===== config.mk =====
export PLATFORM = sky130hd
export DESIGN_NAME = sdb_core
export DESIGN_NICKNAME = d
export VERILOG_FILES = /design/src/verilog/sdb_pkg.sv /design/src/verilog/sdb_core.sv
export SDC_FILE = /design/constraint.sdc
export NUM_CORES = 1
export LEC_CHECK = 0
export ABC_AREA = 1
export BUFFER_PORTS_ARGS = -buffer_cell sky130_fd_sc_hd__buf_2
export CELL_PAD_IN_SITES_DETAIL_PLACEMENT = 1
export CELL_PAD_IN_SITES_GLOBAL_PLACEMENT = 1
export CORE_AREA = 2 2 154 96
export CTS_BUF_LIST = sky130_fd_sc_hd__clkbuf_2 sky130_fd_sc_hd__clkbuf_4 sky130_fd_sc_hd__clkbuf_8
export DETAILED_ROUTE_END_ITERATION = 12
export DIE_AREA = 0 0 156 98
export HOLD_SLACK_MARGIN = 0.08
export PLACE_DENSITY_LB_ADDON = 0.1
export SLEW_MARGIN = 20
export SYNTH_ARGS = -nofsm -noshare
export SYNTH_HDL_FRONTEND = slang
export SYNTH_SLANG_ARGS = --single-unit

===== constraint.sdc =====
create_clock -name i_clock -period 2.9 [get_ports i_clock]
set_input_delay 0.145 -clock i_clock [delete_from_list [all_inputs] [get_ports i_clock]]
set_output_delay 0.145 -clock i_clock [all_outputs]
set_load 0.01 [all_outputs]

===== src/verilog/sdb_pkg.sv =====
// Shared constants and carriers for the SDRAM command-side init, mode and burst block.
// Assumes the command pins are driven by controller logic on the same clock.
package sdb_pkg;

  // ---------------------------------------------------------------------------
  // Register map (byte addresses, one 32-bit word each)
  // ---------------------------------------------------------------------------
  localparam logic [3:0] SDB_ADDR_STATUS = 4'h0;
  localparam logic [3:0] SDB_ADDR_MODE = 4'h4;
  localparam logic [3:0] SDB_ADDR_EXT = 4'h8;
  localparam logic [3:0] SDB_ADDR_CONTROL = 4'hC;
  localparam logic [1:0] SDB_CONTROL_RESET = 2'h1;
  localparam int SDB_STATUS_ERR_BIT = 4;

  // ---------------------------------------------------------------------------
  // Mode register layout and encodings
  // ---------------------------------------------------------------------------
  localparam int SDB_BL_LSB = 0;
  localparam int SDB_BT_BIT = 3;
  localparam int SDB_LAT_LSB = 4;
  localparam int SDB_OPMODE_LSB = 7;
  localparam logic [2:0] SDB_BL_2 = 3'h1;
  localparam logic [2:0] SDB_BL_4 = 3'h2;
  localparam logic [2:0] SDB_BL_8 = 3'h3;
  localparam logic [2:0] SDB_BL_16 = 3'h4;
  localparam logic [2:0] SDB_LAT_2 = 3'h2;
  localparam logic [2:0] SDB_LAT_3 = 3'h3;
  localparam logic [13:0] SDB_MODE_RESET = 14'h0000;
  localparam logic [1:0] SDB_BA_STD = 2'h0;
  localparam logic [1:0] SDB_BA_EXT = 2'h2;
  localparam logic [1:0] SDB_REFRESH_NEEDED = 2'h2;
  localparam int SDB_PRE_ALL_BIT = 10;

  // ---------------------------------------------------------------------------
  // Carriers
  // ---------------------------------------------------------------------------
  typedef struct packed {
    logic cke;
    logic cs_n;
    logic ras_n;
    logic cas_n;
    logic we_n;
    logic [1:0] ba;
    logic [13:0] addr;
  } sdb_cmd_pins_t;

  typedef struct packed {
    logic valid;
    logic write;
    logic last;
    logic [1:0] bank;
    logic [9:0] column;
  } sdb_beat_t;

  typedef enum {
    SDB_CMD_NOP,
    SDB_CMD_ACTIVE,
    SDB_CMD_READ,
    SDB_CMD_WRITE,
    SDB_CMD_PRECHARGE,
    SDB_CMD_REFRESH,
    SDB_CMD_LOAD_MODE,
    SDB_CMD_BURST_STOP
  } sdb_cmd_t;

  typedef enum {
    SDB_ST_POWERUP,
    SDB_ST_PRECHARGED,
    SDB_ST_READY
  } sdb_init_t;

endpackage : sdb_pkg


===== src/verilog/sdb_core.sv =====
// SDRAM device-side command tracker: power-up sequence check, mode registers, burst columns.
// Assumes command pins come from controller logic on i_clock and a classic Wishbone master.
// Rules from the document
// RULE1: Controller raises clock enable before clock.
// RULE2: Or raises clock enable before first command.
// RULE3: Controller waits 200us issuing only NOPs.
// RULE4: Controller precharges all banks, then waits.
// RULE5: Controller issues two auto refreshes, waits each.
// RULE6: Controller loads both mode registers, waits each.
// RULE7: Commands accepted only after full initialization.
// RULE8: Controller reinitializes after any power loss.
// RULE9: Load with bank bits 00 writes mode.
// RULE10: Mode kept until reload or deep power-down.
// RULE11: Mode reload never touches the array.
// RULE12: Controller loads mode only when idle.
// RULE13: Controller avoids reserved mode encodings.
// RULE14: Burst sizes 2, 4, 8, 16 both ways.
// RULE15: Burst wraps inside aligned burst-size block.
// RULE16: Mode bit selects sequential or interleaved.
// RULE17: Sequential adds step; interleaved XORs step.
// RULE18: Order from size, type and start column.
// RULE19: Read latency setting gives 2 or 3 cycles.
// RULE20: Controller keeps mode bits 7 and up zero.
// RULE21: Load with bank bits 10 writes extended.
// RULE22: Controller reinitializes after deep power-down exit.
// RULE23: Mode fields: size 2:0, type 3, latency 6:4.
// RULE24: Controller rounds waits up to whole cycles.
`timescale 1ns/100ps
module sdb_core import sdb_pkg::*; (
  // Clock and reset
  input wire logic i_clock,
  input wire logic i_rst_n,
  // Command pins from the controller
  input wire sdb_cmd_pins_t i_cmd,
  // Burst column stream
  output sdb_beat_t o_beat,
  output logic o_ready,
  // Wishbone slave
  input wire logic i_wb_cyc,
  input wire logic i_wb_stb,
  input wire logic i_wb_we,
  input wire logic [3:0] i_wb_adr,
  input wire logic [3:0] i_wb_sel,
  input wire logic [31:0] i_wb_dat,
  output logic [31:0] o_wb_dat,
  output logic o_wb_ack
);

  // ---------------------------------------------------------------------------
  // Helpers
  // ---------------------------------------------------------------------------
  function automatic sdb_cmd_t decode_cmd(input sdb_cmd_pins_t p);
    logic [2:0] rcw;
    rcw = {p.ras_n, p.cas_n, p.we_n};
    if (p.cs_n) begin
      return SDB_CMD_NOP;
    end
    case (rcw)
      3'h3: return SDB_CMD_ACTIVE;
      3'h5: return SDB_CMD_READ;
      3'h4: return SDB_CMD_WRITE;
      3'h2: return SDB_CMD_PRECHARGE;
      3'h1: return SDB_CMD_REFRESH;
      3'h0: return SDB_CMD_LOAD_MODE;
      3'h6: return SDB_CMD_BURST_STOP;
      default: return SDB_CMD_NOP;
    endcase
  endfunction : decode_cmd

  // Burst size minus one; zero marks a reserved size code.
  function automatic logic [3:0] size_mask(input logic [2:0] code);
    case (code)
      SDB_BL_2: return 4'h1;
      SDB_BL_4: return 4'h3;
      SDB_BL_8: return 4'h7;
      SDB_BL_16: return 4'hF;
      default: return 4'h0;
    endcase
  endfunction : size_mask

  function automatic logic [9:0] burst_column(input logic [9:0] start, input logic [3:0] step,
                                              input logic [3:0] mask, input logic interleave);
    logic [3:0] low;
    low = interleave ? (start[3:0] ^ step) : 4'(start[3:0] + step);
    return (start & ~{6'h00, mask}) | {6'h00, low & mask};
  endfunction : burst_column

  // ---------------------------------------------------------------------------
  // Command decode
  // ---------------------------------------------------------------------------
  logic cke_prev_reg;
  sdb_cmd_t cmd;
  logic cmd_live;
  logic dpd_entry;
  logic [31:0] control_reg;
  sdb_init_t init_reg;

  assign cmd = decode_cmd(i_cmd);
  assign cmd_live = cke_prev_reg && i_cmd.cke;
  assign dpd_entry = cke_prev_reg && !i_cmd.cke && cmd == SDB_CMD_BURST_STOP
                     && init_reg == SDB_ST_READY;

  always_ff @(posedge i_clock or negedge i_rst_n) begin
    if (!i_rst_n) begin
      cke_prev_reg <= 1'b0;
    end else begin
      cke_prev_reg <= i_cmd.cke;
    end
  end

  // ---------------------------------------------------------------------------
  // Initialization tracking
  // ---------------------------------------------------------------------------
  logic [1:0] refresh_cnt_reg;
  logic std_loaded_reg;
  logic ext_loaded_reg;
  logic err_reg;
  logic load_std;
  logic load_ext;
  logic early_access;
  logic err_clear;

  assign load_std = cmd_live && cmd == SDB_CMD_LOAD_MODE && i_cmd.ba == SDB_BA_STD; // RULE9
  assign load_ext = cmd_live && cmd == SDB_CMD_LOAD_MODE && i_cmd.ba == SDB_BA_EXT; // RULE21
  assign early_access = cmd_live && init_reg != SDB_ST_READY
                        && (cmd == SDB_CMD_READ || cmd == SDB_CMD_WRITE || cmd == SDB_CMD_ACTIVE);

  always_ff @(posedge i_clock or negedge i_rst_n) begin
    if (!i_rst_n) begin
      init_reg <= SDB_ST_POWERUP;
      refresh_cnt_reg <= 2'h0;
    end else if (dpd_entry) begin
      init_reg <= SDB_ST_POWERUP; // RULE10
      refresh_cnt_reg <= 2'h0;
    end else begin
      case (init_reg)
        SDB_ST_POWERUP: begin
          if (cmd_live && cmd == SDB_CMD_PRECHARGE && i_cmd.addr[SDB_PRE_ALL_BIT]) begin
            init_reg <= SDB_ST_PRECHARGED;
          end
        end
        SDB_ST_PRECHARGED: begin
          if (cmd_live && cmd == SDB_CMD_REFRESH && refresh_cnt_reg != SDB_REFRESH_NEEDED) begin
            refresh_cnt_reg <= 2'(refresh_cnt_reg + 2'h1);
          end
          if (refresh_cnt_reg == SDB_REFRESH_NEEDED && std_loaded_reg && ext_loaded_reg) begin
            init_reg <= SDB_ST_READY; // RULE7
          end
        end
        SDB_ST_READY: init_reg <= SDB_ST_READY;
        default: init_reg <= SDB_ST_POWERUP;
      endcase
    end
  end

  always_ff @(posedge i_clock or negedge i_rst_n) begin
    if (!i_rst_n) begin
      err_reg <= 1'b0;
    end else if (early_access) begin
      err_reg <= 1'b1; // Set wins over a simultaneous software clear.
    end else if (err_clear) begin
      err_reg <= 1'b0;
    end
  end

  assign o_ready = init_reg == SDB_ST_READY;

  // ---------------------------------------------------------------------------
  // Mode registers
  // ---------------------------------------------------------------------------
  logic [13:0] mode_reg;
  logic [13:0] ext_reg;
  logic [3:0] mask;
  logic [2:0] lat;
  logic lat_ok;

  always_ff @(posedge i_clock or negedge i_rst_n) begin
    if (!i_rst_n) begin
      mode_reg <= SDB_MODE_RESET;
      std_loaded_reg <= 1'b0;
    end else if (dpd_entry) begin
      mode_reg <= SDB_MODE_RESET; // RULE10
      std_loaded_reg <= 1'b0;
    end else if (load_std) begin
      mode_reg <= i_cmd.addr; // RULE9
      std_loaded_reg <= 1'b1;
    end
  end

  always_ff @(posedge i_clock or negedge i_rst_n) begin
    if (!i_rst_n) begin
      ext_reg <= SDB_MODE_RESET;
      ext_loaded_reg <= 1'b0;
    end else if (dpd_entry) begin
      ext_reg <= SDB_MODE_RESET; // RULE10
      ext_loaded_reg <= 1'b0;
    end else if (load_ext) begin
      ext_reg <= i_cmd.addr; // RULE21
      ext_loaded_reg <= 1'b1;
    end
  end

  assign mask = size_mask(mode_reg[SDB_BL_LSB +: 3]); // RULE23 RULE14
  assign lat = mode_reg[SDB_LAT_LSB +: 3]; // RULE23
  assign lat_ok = lat == SDB_LAT_2 || lat == SDB_LAT_3;

  // ---------------------------------------------------------------------------
  // Burst column generator
  // ---------------------------------------------------------------------------
  // A burst with a reserved size or latency code is dropped rather than guessed.
  logic burst_go;
  logic active_reg;
  logic wr_reg;
  logic delay_reg;
  logic [3:0] step_reg;
  logic [9:0] start_reg;
  logic [1:0] bank_reg;

  assign burst_go = cmd_live && o_ready && mask != 4'h0 && lat_ok
                    && (cmd == SDB_CMD_READ || (cmd == SDB_CMD_WRITE)); // RULE7 RULE11

  always_ff @(posedge i_clock or negedge i_rst_n) begin
    if (!i_rst_n) begin
      active_reg <= 1'b0;
      wr_reg <= 1'b0;
      delay_reg <= 1'b0;
      step_reg <= 4'h0;
      start_reg <= 10'h000;
      bank_reg <= 2'h0;
    end else if (burst_go) begin
      // A new access truncates any burst still running.
      active_reg <= 1'b1;
      wr_reg <= cmd == SDB_CMD_WRITE;
      delay_reg <= cmd == SDB_CMD_READ && lat == SDB_LAT_3; // RULE19
      step_reg <= 4'h0;
      start_reg <= i_cmd.addr[9:0]; // RULE18
      bank_reg <= i_cmd.ba;
    end else if (active_reg && delay_reg) begin
      delay_reg <= 1'b0;
    end else if (active_reg) begin
      step_reg <= 4'(step_reg + 4'h1);
      active_reg <= step_reg != mask;
    end
  end

  always_ff @(posedge i_clock or negedge i_rst_n) begin
    if (!i_rst_n) begin
      o_beat <= '0;
    end else begin
      o_beat.valid <= active_reg && !delay_reg;
      o_beat.write <= wr_reg;
      o_beat.last <= step_reg == mask;
      o_beat.bank <= bank_reg;
      o_beat.column <= burst_column(start_reg, step_reg, mask, mode_reg[SDB_BT_BIT]); // RULE15 RULE16 RULE17
    end
  end

  // ---------------------------------------------------------------------------
  // Wishbone slave
  // ---------------------------------------------------------------------------
  logic wb_hit;
  logic [31:0] rd_value;

  assign wb_hit = i_wb_cyc && i_wb_stb && !o_wb_ack;
  assign err_clear = wb_hit && i_wb_we && i_wb_adr == SDB_ADDR_STATUS && i_wb_sel[0]
                     && i_wb_dat[SDB_STATUS_ERR_BIT];

  always_comb begin
    rd_value = 32'h0000_0000;
    case (i_wb_adr)
      SDB_ADDR_STATUS: rd_value = {26'h0, err_reg, ext_loaded_reg, std_loaded_reg,
                                   refresh_cnt_reg == SDB_REFRESH_NEEDED,
                                   init_reg != SDB_ST_POWERUP, o_ready};
      SDB_ADDR_MODE: rd_value = {18'h0, mode_reg};
      SDB_ADDR_EXT: rd_value = {18'h0, ext_reg};
      SDB_ADDR_CONTROL: rd_value = control_reg;
      default: rd_value = 32'h0000_0000;
    endcase
  end

  always_ff @(posedge i_clock or negedge i_rst_n) begin
    if (!i_rst_n) begin
      o_wb_ack <= 1'b0;
      o_wb_dat <= 32'h0000_0000;
    end else begin
      o_wb_ack <= wb_hit;
      o_wb_dat <= wb_hit ? rd_value : 32'h0000_0000;
    end
  end

  // Control bit 0 is a scratch enable kept for software; bit 1 is spare.
  always_ff @(posedge i_clock or negedge i_rst_n) begin
    if (!i_rst_n) begin
      control_reg <= {30'h0, SDB_CONTROL_RESET};
    end else if (wb_hit && i_wb_we && i_wb_adr == SDB_ADDR_CONTROL && i_wb_sel[0]) begin
      control_reg <= {30'h0, i_wb_dat[1:0]};
    end
  end
endmodule : sdb_core


* Word level (Yosys, flattened, before mapping)
Cells that the tools add are included.
** Word-level totals
- Register bits after elaboration :: 135
- Latch bits :: 0
- Bits in writable memories :: 0
- Memory bits (read-only) :: 0
- Bits of input ports :: 66
- Word-level logic and storage cells :: 148
- Memories kept :: 0
** Cells by class
- Add/sub/neg operators :: 3
- Multiply operators :: 0
- Divide/modulo/power cells :: 0
- $lt $le $gt $ge :: 0
- Eq/ne operators :: 34
- Shift-type cells :: 0
- Mux-type cells :: 32
- Bitwise gates (word level) :: 5
- Reduce and logical (&&, ||, !) cells :: 52
** Operator list (count)
- $mux 32 :: 5
- $eq 32x4->1 const B :: 4
- $eq 32x3->1 const B :: 3
- $pmux 32 s3 :: 1
- $eq 32x2->1 const B :: 2
- $mux 14 :: 4
- $pmux 14 s4 :: 1
- $eq 32x1->1 const B :: 1
- $logic_not 32->1 :: 1
- $ne 32x3->1 const B :: 1
- $reduce_bool 32->1 :: 1
- $logic_and 1x1->1 :: 30
- $pmux 3 s7 :: 1
- $eq 3x2->1 const B :: 6
- $mux 4 :: 4
- $pmux 4 s4 :: 1
- $reduce_bool 2->1 :: 7
- $eq 3x3->1 const B :: 4
- $mux 1 :: 12
- $and 10x10->10 :: 1
- $not 4->10 :: 1
- $or 10x4->10 :: 1
- $eq 4x4->1 const B :: 2
- $eq 3x1->1 const B :: 2
- other kinds (19) :: 30

* Depth between registers and ports, before layout
Gate-level depths: netlist of the first run.
- Depth in word-level cells :: 9
- Mapped depth :: 10
- Gate-level depth less buffers :: 10

* Least setup slack after synthesis of the first run
No wires, ideal clock.
- Path kind :: register to register
- Start :: register init_reg[0]
- End :: register step_reg[0]
- Setup time :: 0.120 ns
- Arrival time :: 1.336 ns
- Setup slack :: 1.444 ns
- Cell stages (with the launch flop) :: 9
- Path buffers :: 1
- Clock period less this slack :: 1.456 ns
- Cells stage by stage :: dfrtp_1 > inv_1 > ha_1 > nand3_2 > nor3_4 > nand2_4 > inv_4 > buf_8 > nor2_1
** On the way
- Longest elaborated chain between the ends :: 7
** RTL lines
- from (decl) :: RTL line sdb_core.sv:96 : sdb_init_t init_reg;
- from (signal assigned) :: RTL line sdb_core.sv:130 : init_reg <= SDB_ST_POWERUP;
- from (signal assigned) :: RTL line sdb_core.sv:133 : init_reg <= SDB_ST_POWERUP;
- from (signal assigned) :: RTL line sdb_core.sv:139 : init_reg <= SDB_ST_PRECHARGED;
- $eq 32x3->1 (*) :: RTL line sdb_core.sv:166 : assign o_ready = init_reg == SDB_ST_READY;
- via o_ready :: RTL line sdb_core.sv:37 : output logic o_ready,
- $logic_and 1x1->1 (*) (3 in series) :: RTL line sdb_core.sv:219 : assign burst_go = cmd_live && o_ready && mask != 4'h0 && lat_ok
- $logic_and 1x1->1 (*) :: RTL line sdb_core.sv:220 : && (cmd == SDB_CMD_READ || (cmd == SDB_CMD_WRITE));
- $ne 2x2->1 (no line) / $reduce_bool 2->1 (equally long branches)
- $reduce_and 2->1 (no line)
- to (signal assigned) :: RTL line sdb_core.sv:241 : step_reg <= 4'(step_reg + 4'h1);
- to (decl) :: RTL line sdb_core.sv:215 : logic [3:0] step_reg;
The timed path passes the listed nets; every way through them passes the cells marked *.
A chain may end at the register's enable or synchronous reset.

* Final worst setup path of the first run
- Start :: input port i_wb_stb
- End :: register control_reg[1]
** On the way
- Longest elaborated chain between the ends :: 5
** RTL lines
- from (decl) :: RTL line sdb_core.sv:40 : input wire logic i_wb_stb,
- $logic_and 1x1->1 (2 in series) :: RTL line sdb_core.sv:264 : assign wb_hit = i_wb_cyc && i_wb_stb && !o_wb_ack;
- via wb_hit :: RTL line sdb_core.sv:261 : logic wb_hit;
- $logic_and 1x1->1 (3 in series) :: RTL line sdb_core.sv:295 : end else if (wb_hit && i_wb_we && i_wb_adr == SDB_ADDR_CONTROL && i_wb_sel[0]) begin
- to (signal assigned) :: RTL line sdb_core.sv:294 : control_reg <= {30'h0, SDB_CONTROL_RESET};
- to (signal assigned) :: RTL line sdb_core.sv:296 : control_reg <= {30'h0, i_wb_dat[1:0]};
- to (decl) :: RTL line sdb_core.sv:95 : logic [31:0] control_reg;
The timed path passes the listed nets, and every way through them passes these cells.

==> impl_metrics.tcl, run 1 <==
set metrics [dict create \
    synth_area_um2 4080 \
    max_slew_margin_pct 49.5 \
    antenna_found_initial 0 \
    reg2reg_setup_slack_ns 1.05 \
    cts_tree "done" \
    netlist-cell-type-count 39 \
    track_usage_pct 15.0 \
    cts-resized-gates 0 \
    first_pass_iters 4 \
    finalInstanceArea_um2 4920 \
    cap_viol_max_count 0 \
    rsz0062_at_grt "false" \
    max_freq_mhz 428 \
    tightest_slew_ns 0.757 \
    rows 34 \
    largest_reg_flops 15 \
    nets 612 \
    yosysSeqAreaShare_pct 53.3 \
    nFillCells 1654 \
    ant_nets 0 \
    cts_root_buf "clkbuf_8" \
    ios 115 \
    drive_above_1_share_pct 20.0 \
    clkSinkCount 87 \
    tritoncts.num_buffers 9 \
    die_height_um 98 \
    place_ws_ns 1.06 \
    yosysTopAreaCell "dfrtp_1" \
    p_total_w 0.00278 \
    holdCritStartpoint "i_wb_dat[4]" \
    synthTopCellsByArea "dfrtp_1 (53%), nand2_1 (10%), nand3_1 (7.0%), buf_4 (4.0%), inv_1 (3.7%)" \
    diodes 0 \
    start_util_pct 29.2 \
    synth-edff-count 0 \
    fin_tns_setup_ns 0 \
    grt_first_pass_wirelength_um 17800 \
    r2r_end "ext_reg[2]" \
    placed_area_um2 4490 \
    viasPerCell 4.49 \
    cts-htree-levels 3 \
    regArea_um2 2180 \
    drt-wirelength-per-cell_um 15.0 \
    slew_violations 0 \
    critPathRequiredTime_ns 3.15 \
    regMostFlops "o_beat" \
    ir_drop_v 0.000198 \
    final_util_pct 35.2 \
    min_path_type "input port to flop" \
    grt_pass1_vias 3344 \
    cts_buffer_depth 2 \
    p_leak_nw 2.56 \
    ys_seq_elements 87 \
    synthFlopType "dfrtp_1" \
    dpl.hpwl_um 7910 \
    critical_path_peak_fanout 11 \
    setup_viol 0 \
    core_um2 14000 \
    grt_max_degree 58 \
    routed_wl_um 10800 \
    finalHoldViolCount 0 \
    syn_to_final_growth_pct 20.5 \
    powerDensity_nw_per_um2 565 \
    worstSetupPathType "input port to flop" \
    die_x_um 156 \
    status "completed" \
    fin_crit_ns 2.34 \
    drt_iter0_drc 164 \
    finClkSkew_ns 0.00744 \
    path_clk_slew_ns 0.09 \
    grt_overflow 0 \
    die_area_um2 15300 \
    syn_inst 451 \
    clock_latency_ns 0.37 \
    synth.avg_cell_area_um2 9.06 \
    remaining_drc_errors 0 \
    yosys_warnings 0 \
    io_buffers 64 \
    synth-async-reset-ratio_pct 100 \
    cp-end-kind "flop" \
    worstHoldEndpoint "err_reg" \
    cp.arrival_ns 2.59 \
    multi_input_area_um2 1560 \
    reg2reg_depth 6 \
    yosysTopAreaCellShare_pct 52.7 \
    critPathLaunchType "input port" \
    vias 3235 \
    hold_depth 4 \
    place_congestion 0.785 \
    fin_ws_ns 0.562 \
    r2r-start "init_reg[0]" \
    finalCritPeriodShare_pct 80.6 \
]
==> cell families after synthesis <==
group / after synthesis / share of synthesized area, %
and+or+nand+nor: 206 / 22.6
DFF: 87 / 53.3
buffers and inverters: 76 / 10.1
AOI/OAI and AO/OA: 66 / 9.59
adders and majority gates: 9 / 2.94
xor gates and xnor gates: 5 / 1.07
other: 1 / 0.0918
muxes: 1 / 0.276
==> worst max-delay path by stage <==
stage	to	cells after the start	startpoint
after floorplan	step_reg[0]	8	init_reg[0]
after global placement	ext_reg[12]	6	init_reg[0]
after detailed placement	ext_reg[12]	6	init_reg[0]
after CTS	control_reg[1]	10	i_wb_stb
after global routing	control_reg[1]	10	i_wb_stb
final	control_reg[1]	10	i_wb_stb
==> repair_timing <==
item                      CTS  global route
hold buffers               21             0
buffers inserted            0             0
hold endpoints to repair   90             0
==> placed cells by master (no fill, tap or decap), types with 14 or more instances in the layout <==
| cell type | count |
|---|---|
| a21oi_1 | 14 |
| buf_2 | 63 |
| conb_1 | 18 |
| dfrtp_1 | 86 |
| dlygate4sd3_1 | 21 |
| inv_1 | 40 |
| nand2_1 | 110 |
| nand3_1 | 57 |
| nor2_1 | 19 |
| o21ai_0 | 21 |
==> routing by layer <==
layer | up-vias | global-route usage (%) | wire length [um]
met5 | - | 0 | 0
met4 | 0 | 3.18 | 95
met3 | 11 | 4.22 | 483
met2 | 64 | 21.4 | 4250
met1 | 1549 | 22.7 | 5990
li1 | 1611 | - | -
==> power by group <==
part / switching [W] / internal, W / total, W / leakage [nW]
clock network: 0.000465 / 0.000487 / 0.000952 / 0.102
logic: 0.000277 / 0.000182 / 0.000458 / 1.29
registers: 0.0000727 / 0.00130 / 0.00137 / 1.16
total: 0.000814 / 0.00197 / 0.00278 / 2.56
==> critical path: stages <==
cell and delay, ns:
dlygate4sd3_1 0.53, buf_2 0.10, nand2_1 0.03, dlygate4sd3_1 0.54
nor2_1 0.30, inv_1 0.32, nor2_1 0.22, nand4_1 0.18
nor2_1 0.16, a21oi_1 0.06
==> final cells by class <==
class	instances	share of cell area (%)
Multi-Input combinational cell	305	31.7
Clock inverter	6	1.88
Timing Repair Buffer	91	11.7
Sequential cell	87	44.3
Tap cell	180	4.58
Inverter	43	3.33
Clock buffer	9	2.52
==> through the flow <==
| stage | std cells | hold slack (ns) |
|---|---|---|
| after floorplan | 468 | -0.151 |
| after global placement | 685 | 0.258 |
| after detailed placement | 685 | 0.265 |
| after CTS | 721 | 0.0805 |
| after global routing | 721 | 0.121 |
| final | 721 | 0.0962 |
==> cell usage after synthesis, types with 2 or more instances <==
library cell  instances
o22ai_1               2
nor2_1               19
nand2_4               3
xnor2_1               3
o21ai_0              21
buf_6                 3
inv_1                40
dfrtp_1              86
nand3_1              57
ha_1                  8
buf_2                 6
o21ai_1              13
nand2_2               3
o2bb2ai_1             2
nand4_1               8
buf_4                22
inv_2                 2
a21oi_1              14
o221ai_1              3
nand2_1             110
xor2_1                2
nor2_2                2
o21ai_2               6
(Power assumes the default switching activity.)
==> inputs of run 2 (changes only) <==
==> constraint.sdc (replaced) <==
create_clock -name i_clock -period 2.45 [get_ports i_clock]
set_input_delay 0.1225 -clock i_clock [delete_from_list [all_inputs] [get_ports i_clock]]
set_output_delay 0.1225 -clock i_clock [all_outputs]
set_load 0.01 [all_outputs]
==> impl_metrics.tcl, run 2 (synthesized netlist as in run 1, its figures left out) <==
set metrics [dict create \
    path_clk_slew_ns 0.09 \
    seqPwrFrac_pct 50.6 \
    powerDensity_nw_per_um2 646 \
    drt_iter0_drc 120 \
    largest_reg_flops 15 \
    finalHoldViolCount 0 \
    ant_nets 0 \
    clkSinkCount 87 \
    cts_buffer_depth 2 \
    slew_violations 0 \
    vias 3249 \
    grt_pass1_vias 3394 \
    fin_tns_setup_ns 0 \
    cap_viol_max_count 0 \
    p_switching_w 0.000968 \
    ir_drop_v 0.000270 \
    finalCritPeriodShare_pct 87.9 \
    place_congestion 0.799 \
    layout_commonest_cell "nand2_1" \
    start_util_pct 29.2 \
    drt-wirelength-per-cell_um 15.2 \
    grt_max_degree 42 \
    antenna_found_initial 0 \
    die_height_um 98 \
    setup_viol 0 \
    critPathLaunchType "input port" \
    p_comb_share_pct 17.3 \
    max_slew_margin_pct 61.2 \
    fin_crit_ns 2.15 \
    place_ws_ns 0.698 \
    clock_latency_ns 0.36 \
    cts_root_buf "clkbuf_8" \
    cts_tree "done" \
    grt_overflow 0 \
    p_int_w 0.00223 \
    pwr-share-clk_pct 32.0 \
    min_path_type "input port to flop" \
    cp.arrival_ns 2.41 \
    track_usage_pct 15.5 \
    io_buffers 64 \
    die_area_um2 15300 \
    critical_path_peak_fanout 11 \
    tightest_slew_ns 0.582 \
    regMostFlops "o_beat" \
    cp-end-kind "flop" \
    final_cells 724 \
    dp.cells 685 \
    placed_area_um2 4520 \
    ios 115 \
    critPathRequiredTime_ns 2.70 \
    fin_ws_ns 0.295 \
    cts-htree-levels 3 \
    finClkSkew_ns 0.00942 \
    core_um2 14000 \
    die_x_um 156 \
    nFillCells 1646 \
    switching_share_pct 30.3 \
    viasPerCell 4.49 \
    rsz0062_at_grt "false" \
    first_pass_iters 4 \
    max_freq_mhz 464 \
    rows 34 \
    layout_common_cells "nand2_1 (110), dfrtp_1 (86), buf_2 (63)" \
    drive_above_1_share_pct 20.0 \
    nets 615 \
    dpl.hpwl_um 8070 \
    routed_wl_um 11000 \
    multi_input_area_um2 1560 \
    grt_first_pass_wirelength_um 18200 \
    diodes 0 \
    remaining_drc_errors 0 \
    worstSetupPathType "input port to flop" \
    syn_to_final_growth_pct 21.2 \
    status "completed" \
    tritoncts.num_buffers 9 \
    finalInstanceArea_um2 4950 \
    p_leak_nw 2.58 \
    regArea_um2 2180 \
]
[run 2: path summary, 6_finish.rpt]
kind | to | cells past startpoint | slack (ns) | from
max | control_reg[1] | 10 | 0.30 | i_wb_stb
min | control_reg[0] | 3 | 0.12 | i_wb_adr[2]
max reg2reg | start_reg[1] | 7 | 0.69 | init_reg[0]
min reg2reg | o_beat[9] | 0 | 0.38 | start_reg[9]
max in group asynchronous | start_reg[0] | 3 | 1.49 | i_rst_n
min in group asynchronous | cke_prev_reg | 2 | 0.29 | i_rst_n
[run 2: area by class of cell]
type | count | share of cell area (%)
flip-flops and latches | 87 | 44.0
multi-input cells | 305 | 31.5
repair buffers | 94 | 12.8
well taps | 180 | 4.55
inverters | 43 | 3.31
clock buffers | 9 | 2.50
clock inverters | 6 | 1.39
[run 2: power groups by stage]
stage	logic (W)	registers, W	clock network (W)
final	0.000554	0.00162	0.00102
after global routing	0.000649	0.00164	0.00114
after CTS	0.000564	0.00162	0.00107
after detailed placement	0.000530	0.00165	0
after global placement	0.000515	0.00165	0
after floorplan	0.000355	0.00163	0
[run 2: timing repair]
item,in CTS,in global routing
hold endpoints to repair,84,0
hold buffers,24,0
setup endpoints to repair,0,2
setup buffers,0,0
gates resized for setup,0,1
[run 2: critical path, cell delays in order]
cell	delay, ns
dlygate4sd3_1	0.52
buf_2	0.09
nand2_1	0.04
dlygate4sd3_1	0.54
nor2_1	0.34
inv_2	0.21
nor2_1	0.19
nand4_1	0.17
nor2_1	0.13
a21oi_1	0.05
[run 2: through the flow]
| stage | util, % | power (W) | hold slack [ns] |
|---|---|---|---|
| CTS | 35.4 | 0.00326 | 0.0957 |
| global placement | 32.3 | 0.00216 | 0.148 |
| detailed placement | 32.3 | 0.00218 | 0.155 |
| floorplan | - | 0.00199 | -0.173 |
| finish | 35.4 | 0.00320 | 0.115 |
| global route | 35.4 | 0.00343 | 0.150 |
[run 2: metal layers]
layer / up-vias / wire length [um] / global-route usage [%]
li1: 1613 / - / -
met1: 1553 / 6050 / 23.8
met5: - / 0 / 0
met4: 0 / 110 / 4.09
met3: 11 / 582 / 4.17
met2: 72 / 4240 / 21.1
